`config.mk`:
```
export PLATFORM = sky130hd
export DESIGN_NAME = rtc_top
export DESIGN_NICKNAME = d
export VERILOG_FILES = /design/src/rtc_pkg.sv /design/src/rtc_top.sv
export VERILOG_INCLUDE_DIRS = /design/src
export SDC_FILE = /design/constraint.sdc
export NUM_CORES = 1
export LEC_CHECK = 0
export BUFFER_PORTS_ARGS = -buffer_cell sky130_fd_sc_hd__buf_2
export CELL_PAD_IN_SITES_DETAIL_PLACEMENT = 0
export CELL_PAD_IN_SITES_GLOBAL_PLACEMENT = 2
export CORE_MARGIN = 2
export CORE_UTILIZATION = 30
export DETAILED_ROUTE_END_ITERATION = 8
export PLACE_DENSITY = 0.67
export RECOVER_POWER = 100
export SKIP_LAST_GASP = 1
export SLEW_MARGIN = 40
export SYNTH_ARGS = -nofsm -noshare
export SYNTH_HDL_FRONTEND = slang
export SYNTH_SLANG_ARGS = --single-unit
```
`constraint.sdc`:
```
create_clock -name mclk -period 20.8 [get_ports mclk]
set_input_delay 2.08 -clock mclk [delete_from_list [all_inputs] [get_ports mclk]]
set_output_delay 2.08 -clock mclk [all_outputs]
set_load 0.01 [all_outputs]
```
`src/rtc_defines.svh`:
```
// register offsets, reset values and field positions of the timekeeper block
// assumes inclusion by the top module only
`ifndef RTC_DEFINES_SVH
`define RTC_DEFINES_SVH
`define RTC_OFS_CTRL        8'h00
`define RTC_OFS_RELOAD      8'h04
`define RTC_OFS_DIV         8'h08
`define RTC_OFS_CNT         8'h0C
`define RTC_OFS_ALARM       8'h10
`define RTC_OFS_NTICK       8'h14
`define RTC_OFS_STAT        8'h18
`define RTC_OFS_CLR         8'h1C
`define RTC_OFS_IEN         8'h20
`define RTC_OFS_SRC         8'h24
`define RTC_PRE_DIV         6'h3F
`define RTC_RELOAD_RST      20'h00000
`define RTC_CTRL_EN         0
`define RTC_CTRL_OSCOFF     1
`define RTC_CTRL_KEEP       2
`define RTC_CTRL_WAKE       3
`define RTC_CTRL_FSEL_T     4
`define RTC_CTRL_FSEL_A     5
`define RTC_ST_TICK         0
`define RTC_ST_NTICK        1
`define RTC_ST_ALARM        2
`define RTC_DET_CNT         8'h08
`endif

```
`src/rtc_pkg.sv`:
```
// types shared by the timekeeper block
// assumes rtc_defines.svh in the include path
package rtc_pkg;
   typedef struct packed {
      logic tick;
      logic ntick;
      logic alarm;
   } rtc_evt_type;
   typedef enum logic [2:0] {
      RTC_RUN   = 3'b001,
      RTC_PWD   = 3'b010,
      RTC_WAKE  = 3'b100
   } rtc_pwr_type;
endpackage : rtc_pkg

```
`src/rtc_top.sv`:
```
// real-time clock: prescaler, 20-bit divider, 32-bit counter, alarm, AXI4-Lite regs
// assumes mclk is the oscillator-derived block clock; osc pins are async inputs
`include "rtc_defines.svh"
module rtc_top
   import rtc_pkg::*;
(
   input  wire logic        mclk,
   input  wire logic        rst,
   input  wire logic        lowpower_osc_input,
   input  wire logic        powerdown_req,
   input  wire logic [31:0] s_axi_awaddr,
   input  wire logic        s_axi_awvalid,
   output logic             s_axi_awready,
   input  wire logic [31:0] s_axi_wdata,
   input  wire logic [3:0]  s_axi_wstrb,
   input  wire logic        s_axi_wvalid,
   output logic             s_axi_wready,
   output logic [1:0]       s_axi_bresp,
   output logic             s_axi_bvalid,
   input  wire logic        s_axi_bready,
   input  wire logic [31:0] s_axi_araddr,
   input  wire logic        s_axi_arvalid,
   output logic             s_axi_arready,
   output logic [31:0]      s_axi_rdata,
   output logic [1:0]       s_axi_rresp,
   output logic             s_axi_rvalid,
   input  wire logic        s_axi_rready,
   output logic             tick_interrupt_request,
   output logic             alarm_interrupt_request,
   output logic             fast_ext_irq,
   output logic             irq,
   output logic             wake_req,
   output logic             main_osc_enable,
   output logic             lowpower_osc_enable,
   output logic             lowpower_sel
);
   logic [31:0] timekeeper_control_reg;
   logic [19:0] tick_reload_register_reg;
   logic [19:0] div_reg;
   logic [5:0]  pre_reg;
   logic [31:0] cnt_reg;
   logic [31:0] alarm_reg;
   logic [31:0] ntick_reg;
   logic [31:0] ncnt_reg;
   logic [2:0]  stat_reg;
   logic [2:0]  ien_reg;
   logic [2:0]  lp_sync_reg;
   logic [7:0]  lp_edges_reg;
   logic        lp_done_reg;
   logic        alarm_hit_reg;
   rtc_pwr_type pwr_reg;
   rtc_evt_type evt;
   logic        en;
   logic        run;
   logic        pre_tc;
   logic        tick;
   logic        match;
   // bus holding registers
   logic        aw_full_reg;
   logic        w_full_reg;
   logic [7:0]  awa_reg;
   logic        aw_bad_reg;
   logic [31:0] wd_reg;
   logic [3:0]  ws_reg;
   logic        wr_go;
   logic        clr_wr;
   logic [31:0] clr_val;

   assign en    = timekeeper_control_reg[`RTC_CTRL_EN];
   // counter freezes in power-down only when keep-running is clear
   assign run   = en & ~(pwr_reg != RTC_RUN & ~timekeeper_control_reg[`RTC_CTRL_KEEP]);
   assign pre_tc = run & (pre_reg == `RTC_PRE_DIV);
   assign tick  = pre_tc & (div_reg == 20'h00000);
   assign match = en & (cnt_reg == alarm_reg);
   assign evt.tick  = tick;
   assign evt.ntick = tick & (ntick_reg != 32'h00000000) & (ncnt_reg == 32'h00000001);
   assign evt.alarm = match & ~alarm_hit_reg;

   // low-power oscillator detection: count filtered edges after reset
   // several edges reject a floating or noisy pin, at the cost of a short delay
   always_ff @(posedge mclk or posedge rst) begin
      if (rst) begin
         lp_sync_reg  <= 3'h0;
      end else begin
         lp_sync_reg  <= {lp_sync_reg[1:0], lowpower_osc_input};
      end
   end
   always_ff @(posedge mclk or posedge rst) begin
      if (rst) begin
         lp_edges_reg <= 8'h00;
         lp_done_reg  <= 1'b0;
      end else if (!lp_done_reg && (lp_sync_reg[2] != lp_sync_reg[1])) begin
         lp_edges_reg <= lp_edges_reg + 8'h01;
         if (lp_edges_reg == `RTC_DET_CNT - 8'h01) begin
            lp_done_reg <= 1'b1;
         end
      end
   end

   // prescaler and reloadable divider; the tick reloads the 20-bit stage from the reload register
   always_ff @(posedge mclk or posedge rst) begin
      if (rst) begin
         pre_reg <= 6'h00;
      end else if (run) begin
         pre_reg <= pre_reg + 6'h01;
      end
   end
   always_ff @(posedge mclk or posedge rst) begin
      if (rst) begin
         div_reg <= `RTC_RELOAD_RST;
      end else if (wr_go && awa_reg == `RTC_OFS_RELOAD) begin
         div_reg <= wd_reg[19:0];
      end else if (tick) begin
         div_reg <= tick_reload_register_reg;
      end else if (pre_tc) begin
         div_reg <= div_reg - 20'h00001;
      end
   end

   // time counter wraps naturally at 32 bits
   always_ff @(posedge mclk or posedge rst) begin
      if (rst) begin
         cnt_reg <= 32'h00000000;
      end else if (wr_go && awa_reg == `RTC_OFS_CNT) begin
         cnt_reg <= wd_reg;
      end else if (tick) begin
         cnt_reg <= cnt_reg + 32'h00000001;
      end
   end
   // alarm fires once per match, not every cycle the values stay equal
   always_ff @(posedge mclk or posedge rst) begin
      if (rst) begin
         alarm_hit_reg <= 1'b0;
      end else begin
         alarm_hit_reg <= match;
      end
   end
   always_ff @(posedge mclk or posedge rst) begin
      if (rst) begin
         ncnt_reg <= 32'h00000000;
      end else if (wr_go && awa_reg == `RTC_OFS_NTICK) begin
         ncnt_reg <= wd_reg;
      end else if (tick) begin
         ncnt_reg <= (ncnt_reg <= 32'h00000001) ? ntick_reg : ncnt_reg - 32'h00000001;
      end
   end

   // power state: enter on request, wake on enabled event if allowed
   always_ff @(posedge mclk or posedge rst) begin
      if (rst) begin
         pwr_reg <= RTC_RUN;
      end else begin
         unique case (pwr_reg)
            RTC_RUN: begin
               if (powerdown_req) begin
                  pwr_reg <= RTC_PWD;
               end
            end
            RTC_PWD: begin
               // wake needs both the wake bit and a pending enabled event
               if (timekeeper_control_reg[`RTC_CTRL_WAKE] && (stat_reg & ien_reg) != 3'h0) begin
                  pwr_reg <= RTC_WAKE;
               end else if (!powerdown_req) begin
                  pwr_reg <= RTC_RUN;
               end
            end
            RTC_WAKE: begin
               if (!powerdown_req) begin
                  pwr_reg <= RTC_RUN;
               end
            end
            default: begin
               pwr_reg <= RTC_RUN;
            end
         endcase
      end
   end

   always_ff @(posedge mclk or posedge rst) begin
      if (rst) begin
         tick_interrupt_request  <= 1'b0;
         alarm_interrupt_request <= 1'b0;
         fast_ext_irq            <= 1'b0;
         irq                     <= 1'b0;
         wake_req                <= 1'b0;
         main_osc_enable         <= 1'b1;
         lowpower_osc_enable     <= 1'b1;
         lowpower_sel            <= 1'b0;
      end else begin
         tick_interrupt_request  <= (evt.tick | evt.ntick) & ien_reg[`RTC_ST_TICK];
         alarm_interrupt_request <= evt.alarm & ien_reg[`RTC_ST_ALARM];
         fast_ext_irq <= (timekeeper_control_reg[`RTC_CTRL_FSEL_T] & (evt.tick | evt.ntick))
                       | (timekeeper_control_reg[`RTC_CTRL_FSEL_A] & evt.alarm);
         irq          <= (stat_reg & ien_reg) != 3'h0;
         wake_req     <= (pwr_reg == RTC_WAKE);
         lowpower_sel <= lp_done_reg;
         if (pwr_reg == RTC_RUN) begin
            main_osc_enable     <= 1'b1;
            lowpower_osc_enable <= 1'b1;
         end else begin
            // the low-power path keeps the counter alive with the main osc stopped
            main_osc_enable     <= en & ~lp_done_reg
                                 & ~timekeeper_control_reg[`RTC_CTRL_OSCOFF];
            lowpower_osc_enable <= en & lp_done_reg
                                 & ~timekeeper_control_reg[`RTC_CTRL_OSCOFF];
         end
      end
   end

   // sticky status; a set in the clear cycle wins
   assign clr_wr  = wr_go && awa_reg == `RTC_OFS_CLR;
   assign clr_val = clr_wr ? wd_reg : 32'h00000000;
   always_ff @(posedge mclk or posedge rst) begin
      if (rst) begin
         stat_reg <= 3'h0;
      end else begin
         stat_reg <= (stat_reg & ~clr_val[2:0]) | {evt.alarm, evt.ntick, evt.tick};
      end
   end

   // AXI4-Lite write: address and data taken in either order
   assign wr_go = aw_full_reg & w_full_reg & ~s_axi_bvalid;
   always_ff @(posedge mclk or posedge rst) begin
      if (rst) begin
         aw_full_reg   <= 1'b0;
         w_full_reg    <= 1'b0;
         awa_reg       <= 8'h00;
         aw_bad_reg    <= 1'b0;
         wd_reg        <= 32'h00000000;
         ws_reg        <= 4'h0;
         s_axi_awready <= 1'b0;
         s_axi_wready  <= 1'b0;
         s_axi_bvalid  <= 1'b0;
         s_axi_bresp   <= 2'b00;
      end else begin
         s_axi_awready <= ~aw_full_reg & ~s_axi_awready & ~s_axi_bvalid;
         s_axi_wready  <= ~w_full_reg & ~s_axi_wready & ~s_axi_bvalid;
         if (s_axi_awvalid && s_axi_awready) begin
            aw_full_reg <= 1'b1;
            awa_reg     <= s_axi_awaddr[7:0];
            // keep the high-address error with the address; the master may move on
            aw_bad_reg  <= s_axi_awaddr[31:8] != 24'h000000;
            s_axi_awready <= 1'b0;
         end
         if (s_axi_wvalid && s_axi_wready) begin
            w_full_reg <= 1'b1;
            wd_reg     <= s_axi_wdata;
            ws_reg     <= s_axi_wstrb;
            s_axi_wready <= 1'b0;
         end
         if (wr_go) begin
            aw_full_reg  <= 1'b0;
            w_full_reg   <= 1'b0;
            s_axi_bvalid <= 1'b1;
            s_axi_bresp  <= (awa_reg > `RTC_OFS_IEN || awa_reg[1:0] != 2'b00
                             || aw_bad_reg) ? 2'b10 : 2'b00;
         end else if (s_axi_bvalid && s_axi_bready) begin
            s_axi_bvalid <= 1'b0;
         end
      end
   end

   // software registers; partial strobes are ignored here, though the count, divider and n-tick count still load on any strobe
   always_ff @(posedge mclk or posedge rst) begin
      if (rst) begin
         timekeeper_control_reg   <= 32'h00000000;
         tick_reload_register_reg <= `RTC_RELOAD_RST;
         alarm_reg                <= 32'hFFFFFFFF;
         ntick_reg                <= 32'h00000000;
         ien_reg                  <= 3'h0;
      end else if (wr_go && ws_reg == 4'hF) begin
         // partial-strobe writes still answer OKAY, so software sees no error
         case (awa_reg)
            `RTC_OFS_CTRL: begin
               timekeeper_control_reg   <= {26'h0, wd_reg[5:0]};
            end
            `RTC_OFS_RELOAD: begin
               tick_reload_register_reg <= wd_reg[19:0];
            end
            `RTC_OFS_ALARM: begin
               alarm_reg                <= wd_reg;
            end
            `RTC_OFS_NTICK: begin
               ntick_reg                <= wd_reg;
            end
            `RTC_OFS_IEN: begin
               ien_reg                  <= wd_reg[2:0];
            end
            default: ;
         endcase
      end
   end

   // AXI4-Lite read, one cycle answer
   always_ff @(posedge mclk or posedge rst) begin
      if (rst) begin
         s_axi_arready <= 1'b0;
         s_axi_rvalid  <= 1'b0;
         s_axi_rdata   <= 32'h00000000;
         s_axi_rresp   <= 2'b00;
      end else begin
         s_axi_arready <= ~s_axi_arready & ~s_axi_rvalid;
         if (s_axi_arvalid && s_axi_arready) begin
            s_axi_arready <= 1'b0;
            s_axi_rvalid  <= 1'b1;
            s_axi_rresp   <= 2'b00;
            // an unmapped offset answers with a slave error and zero data
            case (s_axi_araddr[7:0])
               `RTC_OFS_CTRL: begin
                  s_axi_rdata <= timekeeper_control_reg;
               end
               `RTC_OFS_RELOAD: begin
                  s_axi_rdata <= {12'h000, tick_reload_register_reg};
               end
               `RTC_OFS_DIV: begin
                  s_axi_rdata <= {6'h00, div_reg, pre_reg};
               end
               `RTC_OFS_CNT: begin
                  s_axi_rdata <= cnt_reg;
               end
               `RTC_OFS_ALARM: begin
                  s_axi_rdata <= alarm_reg;
               end
               `RTC_OFS_NTICK: begin
                  s_axi_rdata <= ntick_reg;
               end
               `RTC_OFS_STAT: begin
                  s_axi_rdata <= {29'h0, stat_reg};
               end
               `RTC_OFS_CLR: begin
                  s_axi_rdata <= 32'h00000000;
               end
               `RTC_OFS_IEN: begin
                  s_axi_rdata <= {29'h0, ien_reg};
               end
               `RTC_OFS_SRC: begin
                  s_axi_rdata <= {29'h0, pwr_reg == RTC_PWD, lp_done_reg, en};
               end
               default: begin
                  s_axi_rdata <= 32'h00000000;
                  s_axi_rresp <= 2'b10;
               end
            endcase
            if (s_axi_araddr[31:8] != 24'h000000) begin
               s_axi_rresp <= 2'b10;
            end
         end else if (s_axi_rvalid && s_axi_rready) begin
            s_axi_rvalid <= 1'b0;
         end
      end
   end
endmodule : rtc_top

```
# ---- Yosys cells after proc, flatten, opt, wreduce, memory -nomap -nowiden
# Cells that the tools add are included.
dict set report word_totals {
  register_bits 298
  latch_bits 0
  ramBits 0
  romBits 0
  input_bits 109
  out_inout_bits 49
  elab_cells 178
  memories 0
}
dict set report op_classes {
  n_addsub 5
  mul 0
  div 0
  order_cmp 2
  n_eq_ne 26
  shift 0
  mux 30
  n_bitwise 41
  reduce_logical 37
}
# operator count
set op_table {}
lappend op_table {{$pmux 32 s9} 1}
lappend op_table {{$mux 32} 5}
lappend op_table {{$mux 20} 3}
lappend op_table {{$eq 8x5->1 const B} 7}
lappend op_table {{$reduce_bool 24->1} 2}
lappend op_table {{$add 32x1->32 const B} 1}
lappend op_table {{$eq 32x1->1 const B} 1}
lappend op_table {{$eq 32x32->1} 1}
lappend op_table {{$le 32x1->1 const B} 1}
lappend op_table {{$reduce_bool 32->1} 1}
lappend op_table {{$sub 32x1->32 const B} 1}
lappend op_table {{$eq 8x3->1 const B} 3}
lappend op_table {{$eq 8x4->1 const B} 3}
lappend op_table {{$eq 8x6->1 const B} 3}
lappend op_table {{$and 1x1->1} 23}
lappend op_table {{$logic_not 20->1} 1}
lappend op_table {{$sub 20x1->20 const B} 1}
lappend op_table {{$logic_not 8->1} 2}
lappend op_table {{$reduce_bool 2->1} 7}
lappend op_table {{$mux 1} 13}
lappend op_table {{$logic_and 1x1->1} 12}
lappend op_table {{$mux 3} 4}
lappend op_table {{$not 1->1} 12}
lappend op_table {{$reduce_and 2->1} 6}
lappend op_table {{21 further kinds} 27}

# ---- Depth between registers and ports, before layout
# Gate-level depths: netlist of the first run.
dict set report depth {
  word_depth 11
  mapped_depth 9
  mapped_depth_nobuf 8
}

# ---- Least setup slack after synthesis of the first run
# OpenSTA, ideal clock, no wires.
dict set report synth_path {
  path_type {in2reg}
  startpoint {in s_axi_araddr[5]}
  endpoint {reg s_axi_rdata[10]}
  setup_time_ns 0.088
  arrival_time_ns 3.895
  required_ns 20.712
  path_slack_ns 16.817
  path_stages 7
  path_buffers 3
  path_cell_list {clkbuf_1 nor4b_1 and3_1 buf_2 buf_2 a22oi_1 a41oi_1}
}
dict set report synth_between {
  elab_chain_cells 2
  word_cells_on_any_way 10
  classes_between {eq/ne (8); mux (1); reduce/logical (1)}
}
# item line
set synth_rtl {}
lappend synth_rtl {{start: declaration} rtc_top.sv:21} ;# input wire logic [31:0] s_axi_araddr,
lappend synth_rtl {{$eq 8x6->1 (tied with other cells)} rtc_top.sv:308} ;# case (s_axi_araddr[7:0])
lappend synth_rtl {{$pmux 32 s9 *} rtc_top.sv:308}
lappend synth_rtl {{end signal: assignment} rtc_top.sv:310} ;# s_axi_rdata <= timekeeper_control_reg;
lappend synth_rtl {{end signal: assignment} rtc_top.sv:313} ;# s_axi_rdata <= {12'h000, tick_reload_register_reg};
lappend synth_rtl {{end signal: assignment} rtc_top.sv:316} ;# s_axi_rdata <= {6'h00, div_reg, pre_reg};
lappend synth_rtl {{end: declaration} rtc_top.sv:24} ;# output logic [31:0] s_axi_rdata,
# Every way passes the cells marked *; elsewhere a longest branch is shown, timed or not.
# A chain may end at the register's enable or synchronous reset.

==> results.md, run 1 <==
- The run finished, with violations left.
- The checks that failed: max-capacitance violations, max-slew violations.
- The worst-case IR drop observed on VDD is 0.120 mV.
- The category of the critical setup timing path is primary input to async pin.
- The power density normalized to cell area is 149 nW/um2.
- The CTS tree is done.
- Counting along the longest clock path gives a buffer depth of 3.
- In this run, the clock network consumes 24.9% of the power.
- The effective utilization at floorplan is 30.3%.
- Buffers placed on the I/O ports in this run total 155.
- The weighted congestion reported at the end of routability-driven placement is 0.827.
- The number of pins with negative max-slew slack in the final report was 498.
- The summed negative setup slack over all endpoints is 0 ns.
- Each instance of the synthesized netlist takes up on average 10.3 um2.
- Data arrives at the worst endpoint at 9.11 ns.
- The tree built by TritonCTS fans out to 296 sinks.
- The per-cell routed wire length is 23.4 um.
- The initial antenna violation count is 0.
- The worst-case clock skew is 0.0246 ns.
- Yosys mapped the design onto 71 distinct sky130hd cell types.
- The die extent in y is 229 um.
- In the layout the commonest cells are 261 x sky130_fd_sc_hd__dfrtp_1, 143 x sky130_fd_sc_hd__mux2_2, 129 x sky130_fd_sc_hd__nand2_1.
- The final number of hold-violating endpoints is 0.
- Headroom to the max-slew limit came out at -247%.
- The first detailed-routing pass ran for 8 iterations.
- The post-route fraction of the period consumed by the critical path is 46.6%.
- The post-synthesis sequential area ratio is 49.2%.
- Entering global routing, the biggest net connects 105 pins.
- The switching power share of the total is 44.0%.
- The total of warnings raised by yosys is 0.
- The number of antenna repair diodes is 0.
- The startpoint of the most critical register-to-register path is awa_reg[1].
- The library cell occupying the most area in the post-synthesis netlist is sky130_fd_sc_hd__dfrtp_1.
- The worst hold path begins at lp_sync_reg[0].
- The post-CTS setup-driven buffer insertion count is 0.
- Of the post-synthesis cell area, the dominant cell type holds 43.1%.
- The number of violations reported at the end of detailed-routing iteration 0 is 1068.
- The number of setup violations in the final report is 0.
- In this run, CTS created clock tree buffers numbering 38.
- The maximum clock frequency is 103 MHz.
- The share of total power dissipated in sequential elements is 34.4%.
- The shortest period the worst path allows is 9.69 ns.
- The number of nets in the finished design is 1716.
- The critical path startpoint category is a primary input.
- For the worst-skew pair, the clock arrives at the later sink with an insertion delay of 0.57 ns.
- The total area inside the core boundary comes to 50000 um2.
- In this run the static leakage power is 7.58 nW.
- The post-route DRC violation count is 0.
- The number of cells produced by synthesis is 1473.
- Setup repair after global routing left no endpoint under its margin.
- Combinational logic is responsible for 40.7% of the overall power.
- The cts-stage hold buffer count is 0.
- The detail route stage leaves a number of antenna-violating nets equal to 0.
- 158 I/O pins were placed.
- The die area is 52300 um2.
- The per-cell via count in the routed design is 5.43.
- The classification of the worst-slack hold path is register to register.
- After floorplanning, the core was divided into 82 placement rows.
- The post-CTS resize count is 0.
- The number of enable-type register cells in the synthesized netlist is 0.
- The switching power summed over all nets is 0.00116 W.
- Max-cap violations in this run came to 10.
- In the synthesized netlist the async set-or-reset flop fraction comes to 100%.
- Tracing the worst setup path back leads to its startpoint at rst.
- The cell area that synthesis handed to floorplanning was 15200 um2.
- The remaining global-route overflow is 0.
- The maximum fanout count along the critical path is 93.
- Measured on the finished design, the core utilization comes to 35.5%.
- The main flop type after synthesis is sky130_fd_sc_hd__dfrtp_1.
- Measured along the x axis, the die boundary spans 229 um.
- Ranked by total cell area, the synthesized netlist is headed by sky130_fd_sc_hd__dfrtp_1 43%, sky130_fd_sc_hd__mux2_2 11%, sky130_fd_sc_hd__dfstp_2 6.1%, sky130_fd_sc_hd__xnor2_1 4.1%, sky130_fd_sc_hd__nand2_1 3.2%.
- The number of global-route vias before repair came to 12400.
- The total routing resource utilization after global routing is 20.7%.
- The required arrival time at the worst endpoint is 20.21 ns.
- The pin slew with the least headroom to its limit is 5.20 ns.
- The most common library cell in the layout ignoring fill and taps is sky130_fd_sc_hd__dfrtp_1.
- The cell chosen for the clock root is sky130_fd_sc_hd__clkbuf_16.
- Cells with a size suffix above 1 make up 23.3% of the layout.
- For this block, the routed nets add up to 53800 um of wire.
- Counting flops and latches in the post-synthesis netlist gives 296.
- Relative to the synthesized area, the layout overhead comes to 17.0%.
- CTS built an H-tree with a depth of 2.
- The internal power of the cells totals 0.00148 W.
- The nature of the critical path endpoint is an async pin.
- The via count of the routed design is 12500.
- The first global-routing pass estimated 82000 um of wire.
- The clock-pin transition on the worst setup and hold timing paths is 0.05 ns.
- The HPWL after detailed placement is 37400 um.
cells in the mapped netlist (8+ instances only):
cell type	instances
sky130_fd_sc_hd__xor2_1	24
sky130_fd_sc_hd__clkbuf_1	79
sky130_fd_sc_hd__xnor2_1	71
sky130_fd_sc_hd__or3_1	8
sky130_fd_sc_hd__a222oi_1	19
sky130_fd_sc_hd__a31oi_1	19
sky130_fd_sc_hd__nor3_1	40
sky130_fd_sc_hd__o31ai_1	8
sky130_fd_sc_hd__a41oi_1	11
sky130_fd_sc_hd__a221oi_1	8
sky130_fd_sc_hd__o21ai_1	8
sky130_fd_sc_hd__mux2_2	143
sky130_fd_sc_hd__dfrtp_1	261
sky130_fd_sc_hd__a21oi_1	54
sky130_fd_sc_hd__and2_1	9
sky130_fd_sc_hd__inv_1	23
sky130_fd_sc_hd__a22oi_1	27
sky130_fd_sc_hd__a211o_1	9
sky130_fd_sc_hd__nand3_1	40
sky130_fd_sc_hd__o21ai_0	94
sky130_fd_sc_hd__a211oi_1	8
sky130_fd_sc_hd__nand2_1	130
sky130_fd_sc_hd__and3_1	33
sky130_fd_sc_hd__dfstp_2	35
sky130_fd_sc_hd__or4_1	8
sky130_fd_sc_hd__nor2_1	101
sky130_fd_sc_hd__nor4_1	39
sky130_fd_sc_hd__nand4_1	34
routing by layer:
metal / GRT usage [%] / routed length [um]
met1: 28.2 / 24200
met2: 33.7 / 25800
met3: 3.87 / 2590
met4: 5.35 / 1240
met5: 0 / 0
area by class of cell:
class / count / area [um2]
clock buffers: 58 / 1140
clock inverters: 12 / 110
fillers: 5157 / 32200
inverters: 23 / 87.6
multi-input cells: 1062 / 7260
flip-flops and latches: 296 / 7450
well taps: 672 / 841
repair buffers: 179 / 852
through the flow:
| stage | cell area [um2] | total power, W | hold WS (ns) | setup WS (ns) | std cells |
|---|---|---|---|---|---|
| final | 17700 | 0.00264 | 0.350 | 11.11 | 2302 |
| after CTS | 17900 | 0.00269 | 0.349 | 17.06 | 2301 |
| after floorplan | 15200 | 0.00164 | 0.331 | 10.60 | 1474 |
| after global placement | 16600 | 0.00200 | 0.336 | 16.16 | 2229 |
| after detailed placement | 16700 | 0.00202 | 0.336 | 16.44 | 2231 |
| after global routing | 17700 | 0.00283 | 0.356 | 9.37 | 2302 |
power groups by stage:
stage	combinational [W]	sequential, W	clock, W
final	0.00108	0.000909	0.000659
after global routing	0.00120	0.000931	0.000700
after CTS	0.00110	0.000909	0.000679
after detailed placement	0.00110	0.000917	0
after global placement	0.00108	0.000918	0
after floorplan	0.000827	0.000813	0
cell families (layout without fill, tap and decap cells):
family                   count (synthesis)  after routing  share of synthesized area (%)
XOR/XNOR                                95             95                           5.49
AND/OR/NAND/NOR                        485            485                           16.4
AO/OA/AOI/OAI                          325            325                           14.2
adder cells (fa/ha/maj)                  7              7                          0.578
other                                    1              2                         0.0247
flip-flops                             296            296                           49.2
buffers and inverters                  116            272                           3.15
multiplexers                           148            148                           11.0
critical path: stages:
cell and delay, ns:
sky130_fd_sc_hd__buf_2 0.10, sky130_fd_sc_hd__clkinvlp_2 0.66, sky130_fd_sc_hd__clkbuf_1 2.33, sky130_fd_sc_hd__clkbuf_1 3.77
final timing paths:
kind	endpoint	depth (start not counted)	slack (ns)
worst min-delay path	lp_sync_reg[1]	0	0.35
worst max register to register	ntick_reg[26]	7	16.09
worst max-delay path	div_reg[5]	4	11.11
worst min register to register	lp_sync_reg[1]	0	0.35
min in group asynchronous	s_axi_rresp[1]	2	1.75
max in group mclk	s_axi_rdata[5]	5	16.05
No activity file was read; power rests on OpenSTA's default activity.
==> inputs of run 2 (changes only) <==
- PLACE_DENSITY: 0.67 -> 0.69
- clock period: 20.8 -> 8.3 ns (I/O delays scaled with it)
==> run 2 against run 1 <==
Compared with the run above:
- core utilization hardly changed
- largest cell class unchanged
- sequential share of layout area is essentially flat
- worst hold slack got worse by 0.00072 ns
- routed wire length fell by 0.78%
- global-route usage shrank 0.39 points
- flip-flop and latch count unchanged
- final area increased by 0.11%
- largest power group unchanged
- the flow still finishes with violations (max-capacitance violations, max-slew violations)
==> results.md, run 2 (synthesis gave the netlist of run 1 again) <==
- The growth of design area from synthesis to finish is 17.2%.
- The post-route netlist has 23.4% of its cells at a drive strength greater than 1.
- In this run the vertical extent of the chip is 229 um.
- In this design, the stage delay of the slowest critical-path cell is 1.50 ns.
- The number of nets in the finished design is 1713.
- Across the routed clock network, the largest skew measured is 0.0224 ns.
- The signal on the critical path passes through nor4_1 > nand3_1 > nor3_1 > clkbuf_1 > nand2_1 > clkbuf_1 > mux2_2.
- The critical path contains buffers and inverters numbering 2 combined.
- The slowest cell on the critical path is sky130_fd_sc_hd__clkbuf_1.
- The category of the critical setup timing path is register to register.
- The largest net degree at the start of global routing is 137.
- The filler-free cell count of the finished design is 2299.
- The shortest period the worst path allows is 4.78 ns.
- The repair_antennas step left the layout with diodes totalling 0.
- The leakage power is 7.58 nW.
- Across the run, the number of max-cap violations was 10.
- TritonCTS built the clock tree.
- The number of placement rows is 82.
- The remaining global-route overflow is 0.
- Broken down by cell family, the worst path's largest delay share belongs to buffers and inverters.
- The classification of the worst-slack hold path is register to register.
- The final number of hold-violating endpoints is 0.
- The worst hold path passes through 0 cells.
- In the layout the commonest cells are 261 x sky130_fd_sc_hd__dfrtp_1, 141 x sky130_fd_sc_hd__mux2_2, 128 x sky130_fd_sc_hd__nand2_1.
- The endpoint arrival time on the critical path is 5.22 ns.
- The most repeated library cell on the critical path is sky130_fd_sc_hd__clkbuf_1.
- The worst slack on hold paths is 0.349 ns.
- The summed negative setup slack over all endpoints is 0 ns.
- The total iterations of the first detailed-routing run is 6.
- The initial antenna violation count is 1.
- The final critical path takes up 57.5% of the cycle.
- Prior to clock tree synthesis, the placed netlist has a worst setup slack of 5.06 ns.
- The final reports fail on max-capacitance violations, max-slew violations.
- For the worst-skew pair, the clock arrives at the later sink with an insertion delay of 0.58 ns.
- Buffers added to address setup during post-CTS repair amount to 0.
- The nature of the critical path endpoint is a register.
- The per-cell via count in the routed design is 5.40.
- The worst register-to-register path has a depth of 7.
- The clock-pin transition on the worst setup and hold timing paths is 0.06 ns.
- The post-route DRC violation count is 0.
- The required arrival time at the worst endpoint is 8.75 ns.
- The total number of H-tree levels is 2.
- The core region is 50000 um2.
- The number of pins with negative max-slew slack in the final report is 372.
- In this run the power density over the cells is 375 nW/um2.
- The number of filler cells placed in the layout is 5091.
- The post-detailed-route count of antenna-violating nets is 0.
- The die area is 52300 um2.
- The number of placed instances with taps included is 2227.
- The post-CTS resize count is 0.
- The cts-stage hold buffer count is 0.
- The effective utilization at floorplan is 30.3%.
- The first global-routing pass estimated 81100 um of wire.
- Setup violations remaining at the end of the flow were counted as 0.
- The critical path startpoint category is a register.
- Summing over every cut layer, the via total after detailed routing is 12400.
- The number of top-level design ports is 158.
- The weighted congestion reported at the end of routability-driven placement is 0.806.
- The run finished, with violations left.
- The library cell used most frequently in the layout, excluding fill and tap cells, is sky130_fd_sc_hd__dfrtp_1.
- The pin slew with the least headroom to its limit is 3.73 ns.
- Global routing used 20.3% of the available tracks.
- In this run the tightest slew margin relative to its limit is -148%.
- The first routing iteration left 1048 violations.
- Setup repair after global routing left no endpoint under its margin.
- The die width is 229 um.
- The HPWL after detailed placement is 36700 um.
- The overall power consumption is 0.00665 W.
- The maximum clock frequency is 209 MHz.
- Across the VDD grid, the largest voltage drop is 0.238 mV.
- The per-cell routed wire length is 23.2 um.
- Counting buffers and inverters, the worst setup path is 7 cells deep.
- The clock sink count is 296.
- The number of buffers created by CTS is 38.
- The number of global-route vias before repair is 12600.
- In this run the tool buffered the top-level ports with 155 buffer cells.
- The wire length after detailed routing is 53400 um.
- The clock passes through at most 3 buffers.
- Along the worst path, the maximum fanout reaches 34.
- The cell chosen for the clock root is sky130_fd_sc_hd__clkbuf_16.
- The final worst-path setup slack is 3.52 ns.
run 2: metal layers:
layer | vias to the layer above | part of all wire (%) | track usage [%]
li1 | 5682 | - | -
met2 | 356 | 47 | 32.8
met3 | 75 | 5.0 | 3.38
met5 | - | 0.034 | 0
met4 | 2 | 2.4 | 6.37
met1 | 6308 | 45 | 27.7
run 2: final cells by class:
type / instances / area (um2) / area share, %
sequential: 296 / 7450 / 42.0
multi-input combinational: 1062 / 7250 / 40.9
clock buffer: 56 / 1110 / 6.24
timing repair buffer: 176 / 867 / 4.88
tap: 672 / 841 / 4.74
clock inverter: 14 / 145 / 0.818
inverter: 23 / 87.6 / 0.493
run 2: final timing paths:
check | start | end | slack [ns]
min reg2reg | lp_sync_reg[0] | lp_sync_reg[1] | 0.35
min in group asynchronous | rst | ncnt_reg[28] | 0.54
min | lp_sync_reg[0] | lp_sync_reg[1] | 0.35
max reg2reg | awa_reg[1] | ntick_reg[11] | 3.52
max | awa_reg[1] | ntick_reg[11] | 3.52
max in group asynchronous | rst | tick_reload_register_reg[6] | 3.64
run 2: power by group:
group	switching [W]	internal, W	total (W)
clock	0.000694	0.000970	0.00166
combinational	0.00173	0.000998	0.00272
sequential	0.000523	0.00174	0.00226
total	0.00294	0.00371	0.00665
run 2: per-stage QoR:
step           utilization (%)  area, um2
2_1_floorplan                -      15200
3_3_place_gp              33.2      16600
3_5_place_dp              33.3      16600
4_1_cts                   35.8      17900
5_1_grt                   35.5      17800
6_report                  35.5      17800
==> inputs of run 3 (changes only) <==
- clock period: 8.3 -> 4.2 ns (I/O delays scaled with it)
==> run 3 against run 2 <==
Compared with the run above:
- worst setup slack worse by 2.7 ns
- die area unchanged
- the flow still finishes with violations (max-capacitance violations, max-slew violations)
- largest cell class unchanged
- combinational power grew 97%
- final area rose by 0.36%
- first-iteration DRC count shrank 13%
- clock skew down 0.013 ns
- critical path type unchanged
- count of clock-buffer cells in the layout is 2 higher
==> results.md, run 3 (synthesis gave the netlist of run 1 again) <==
- The leakage power is 7.62 nW.
- The pin slew with the least headroom to its limit is 2.10 ns.
- Once the floorplan was initialized, standard cells occupied 30.3% of the core.
- Dividing the detail-routed wire length by the instance count gives 23.5 um.
- The number of violations reported at the end of detailed-routing iteration 0 is 912.
- The CTS tree is done.
- The clock-pin transition on the worst setup and hold timing paths is 0.06 ns.
- The number of placed instances, taps included, is 2241.
- Post-CTS repair changed the size of 0 cells.
- The count of port buffers added during placement is 155.
- The number of buffers on the longest clock path is 3.
- The cts-stage hold buffer count is 2.
- The number of clock buffers added by TritonCTS is 37.
- The worst voltage drop across the vdd grid is 0.507 mV.
- After floorplanning, the core was sized to cover 50000 um2.
- In this design, the stage delay of the slowest critical-path cell is 0.69 ns.
- Routability-driven placement finished with a final weighted congestion of 0.826.
- Counting the fill cells in the layout gives 5147.
- The run finished, with violations left.
- The number of global-route vias before repair is 12600.
- The slowest stage of the critical path belongs to the cell sky130_fd_sc_hd__clkbuf_1.
- The filler-free cell count of the finished design is 2310.
- For this run, the post-layout net count is 1726.
- The post-route DRC violation count is 0.
- The critical path startpoint category is a register.
- The initial antenna violation count came to 0.
- The number of top-level design ports is 158.
- The min-delay analysis places its worst path in the category primary input to register.
- The library cells used most frequently in the layout, excluding fill and tap cells, are 261 x sky130_fd_sc_hd__dfrtp_1, 143 x sky130_fd_sc_hd__mux2_2, 130 x sky130_fd_sc_hd__nand2_1.
- The clock sink count is 296.
- The worst slack on hold paths is 0.0640 ns.
- Dividing total power by cell area gives a power density of 731 nW/um2.
- The H-tree was split into 2 levels.
- The post-route fraction of the period consumed by the critical path is 79.6%.
- The die width is 229 um.
- The post-CTS setup-driven buffer insertion count is 0.
- The growth of design area from synthesis to finish is 17.6%.
- Walking the worst path, the cells encountered are nor3b_1 > clkbuf_1 > o211ai_1 > nor3_1 > clkbuf_1 > nand2_1 > buf_4 > a211o_1 > o21ai_0.
- The per-cell via count in the routed design is 5.46.
- The endpoint arrival time on the critical path is 3.81 ns.
- Setup repair after global routing left no endpoint under its margin.
- The first global-routing pass estimated 82600 um of wire.
- The nature of the critical path endpoint is a register.
- The post-detailed-route count of antenna-violating nets is 0.
- The worst-case clock skew is 0.00893 ns.
- The die area is 52300 um2.
- The number of placement rows is 82.
- The cell family contributing the most delay on the critical path is buffers and inverters.
- The routed design could run at a clock period as short as 3.34 ns.
- By startpoint and endpoint, the worst setup path is classified as register to register.
- Max-cap violations in this run came to 5.
- The final number of hold-violating endpoints was 0.
- The most repeated library cell on the critical path is sky130_fd_sc_hd__clkbuf_1.
- The required arrival time at the worst endpoint is 4.67 ns.
- The cell chosen for the clock root is sky130_fd_sc_hd__clkbuf_16.
- The clock reaches the later pin of the worst-skew pair after 0.55 ns.
- The final reports fail on max-capacitance violations, max-slew violations.
- The remaining global-route overflow is 0.
- The maximum clock frequency is 299 MHz.
- The relative slew slack is -39.8%.
- The number of buffers and inverters on the critical path is 3.
- In this run the worst path has a maximum fanout of 16.
- The number of pins with negative max-slew slack in the final report came to 325.
- The routed design has 54200 um of wire.
- Entering global routing, the biggest net connects 124 pins.
- The ratio of cells with drive above 1 in the final layout is 23.6%.
- Setup total negative slack on the finished layout was measured at 0 ns.
- The total iterations of the first detailed-routing run is 8.
- 0 antenna diodes ended up in the layout.
- Detailed routing inserted a total of 12600 vias.
- The total routing resource utilization after global routing is 20.7%.
- The die extent in y is 229 um.
- The wire-length estimate of the detail-placed layout is 37700 um.
- The most common library cell in the layout ignoring fill and taps is sky130_fd_sc_hd__dfrtp_1.
- The number of setup violations in the final report is 0.
==> run 3: routing by layer <==
metal,GRT usage (%),vias to the layer above,part of all wire [%]
met5,0,-,0
met4,6.52,0,2.6
met1,28.7,6440,45
li1,-,5723,-
met3,2.76,78,4.6
met2,33.5,361,47
==> run 3: metrics by stage <==
stage	total power (W)	util, %	area (um2)	worst slack, ns
floorplan	0.00813	-	15200	-0.123
global placement	0.00976	33.4	16700	1.15
detailed placement	0.00982	33.5	16700	1.35
CTS	0.0131	36.0	18000	1.33
global route	0.0139	35.7	17800	0.597
finish	0.0130	35.7	17800	0.858
==> run 3: report_power, final <==
part           internal, W  leakage [nW]  switching (W)
combinational      0.00197          3.21        0.00340
clock              0.00195         0.594        0.00129
sequential         0.00344          3.81       0.000966
total              0.00736          7.62        0.00566
==> run 3: cell type report <==
cell class	count	area (um2)	area share, %
clock buffers	58	1120	6.27
clock inverters	9	104	0.583
multi-input cells	1062	7270	40.8
well taps	672	841	4.72
repair buffers	190	948	5.32
flip-flops and latches	296	7450	41.8
inverters	23	87.6	0.492
==> run 3: path summary, 6_finish.rpt <==
kind / slack [ns] / depth (start not counted) / startpoint / endpoint
setup / recovery: 0.86 / 9 / pwr_reg[0] / ncnt_reg[18]
hold / removal: 0.06 / 2 / s_axi_rready / s_axi_rvalid
setup reg to reg: 0.86 / 9 / pwr_reg[0] / ncnt_reg[18]
hold reg to reg: 0.35 / 0 / lp_sync_reg[0] / lp_sync_reg[1]
max in group asynchronous: 1.19 / 4 / rst / ncnt_reg[11]
min in group asynchronous: 0.59 / 3 / rst / s_axi_rdata[28]
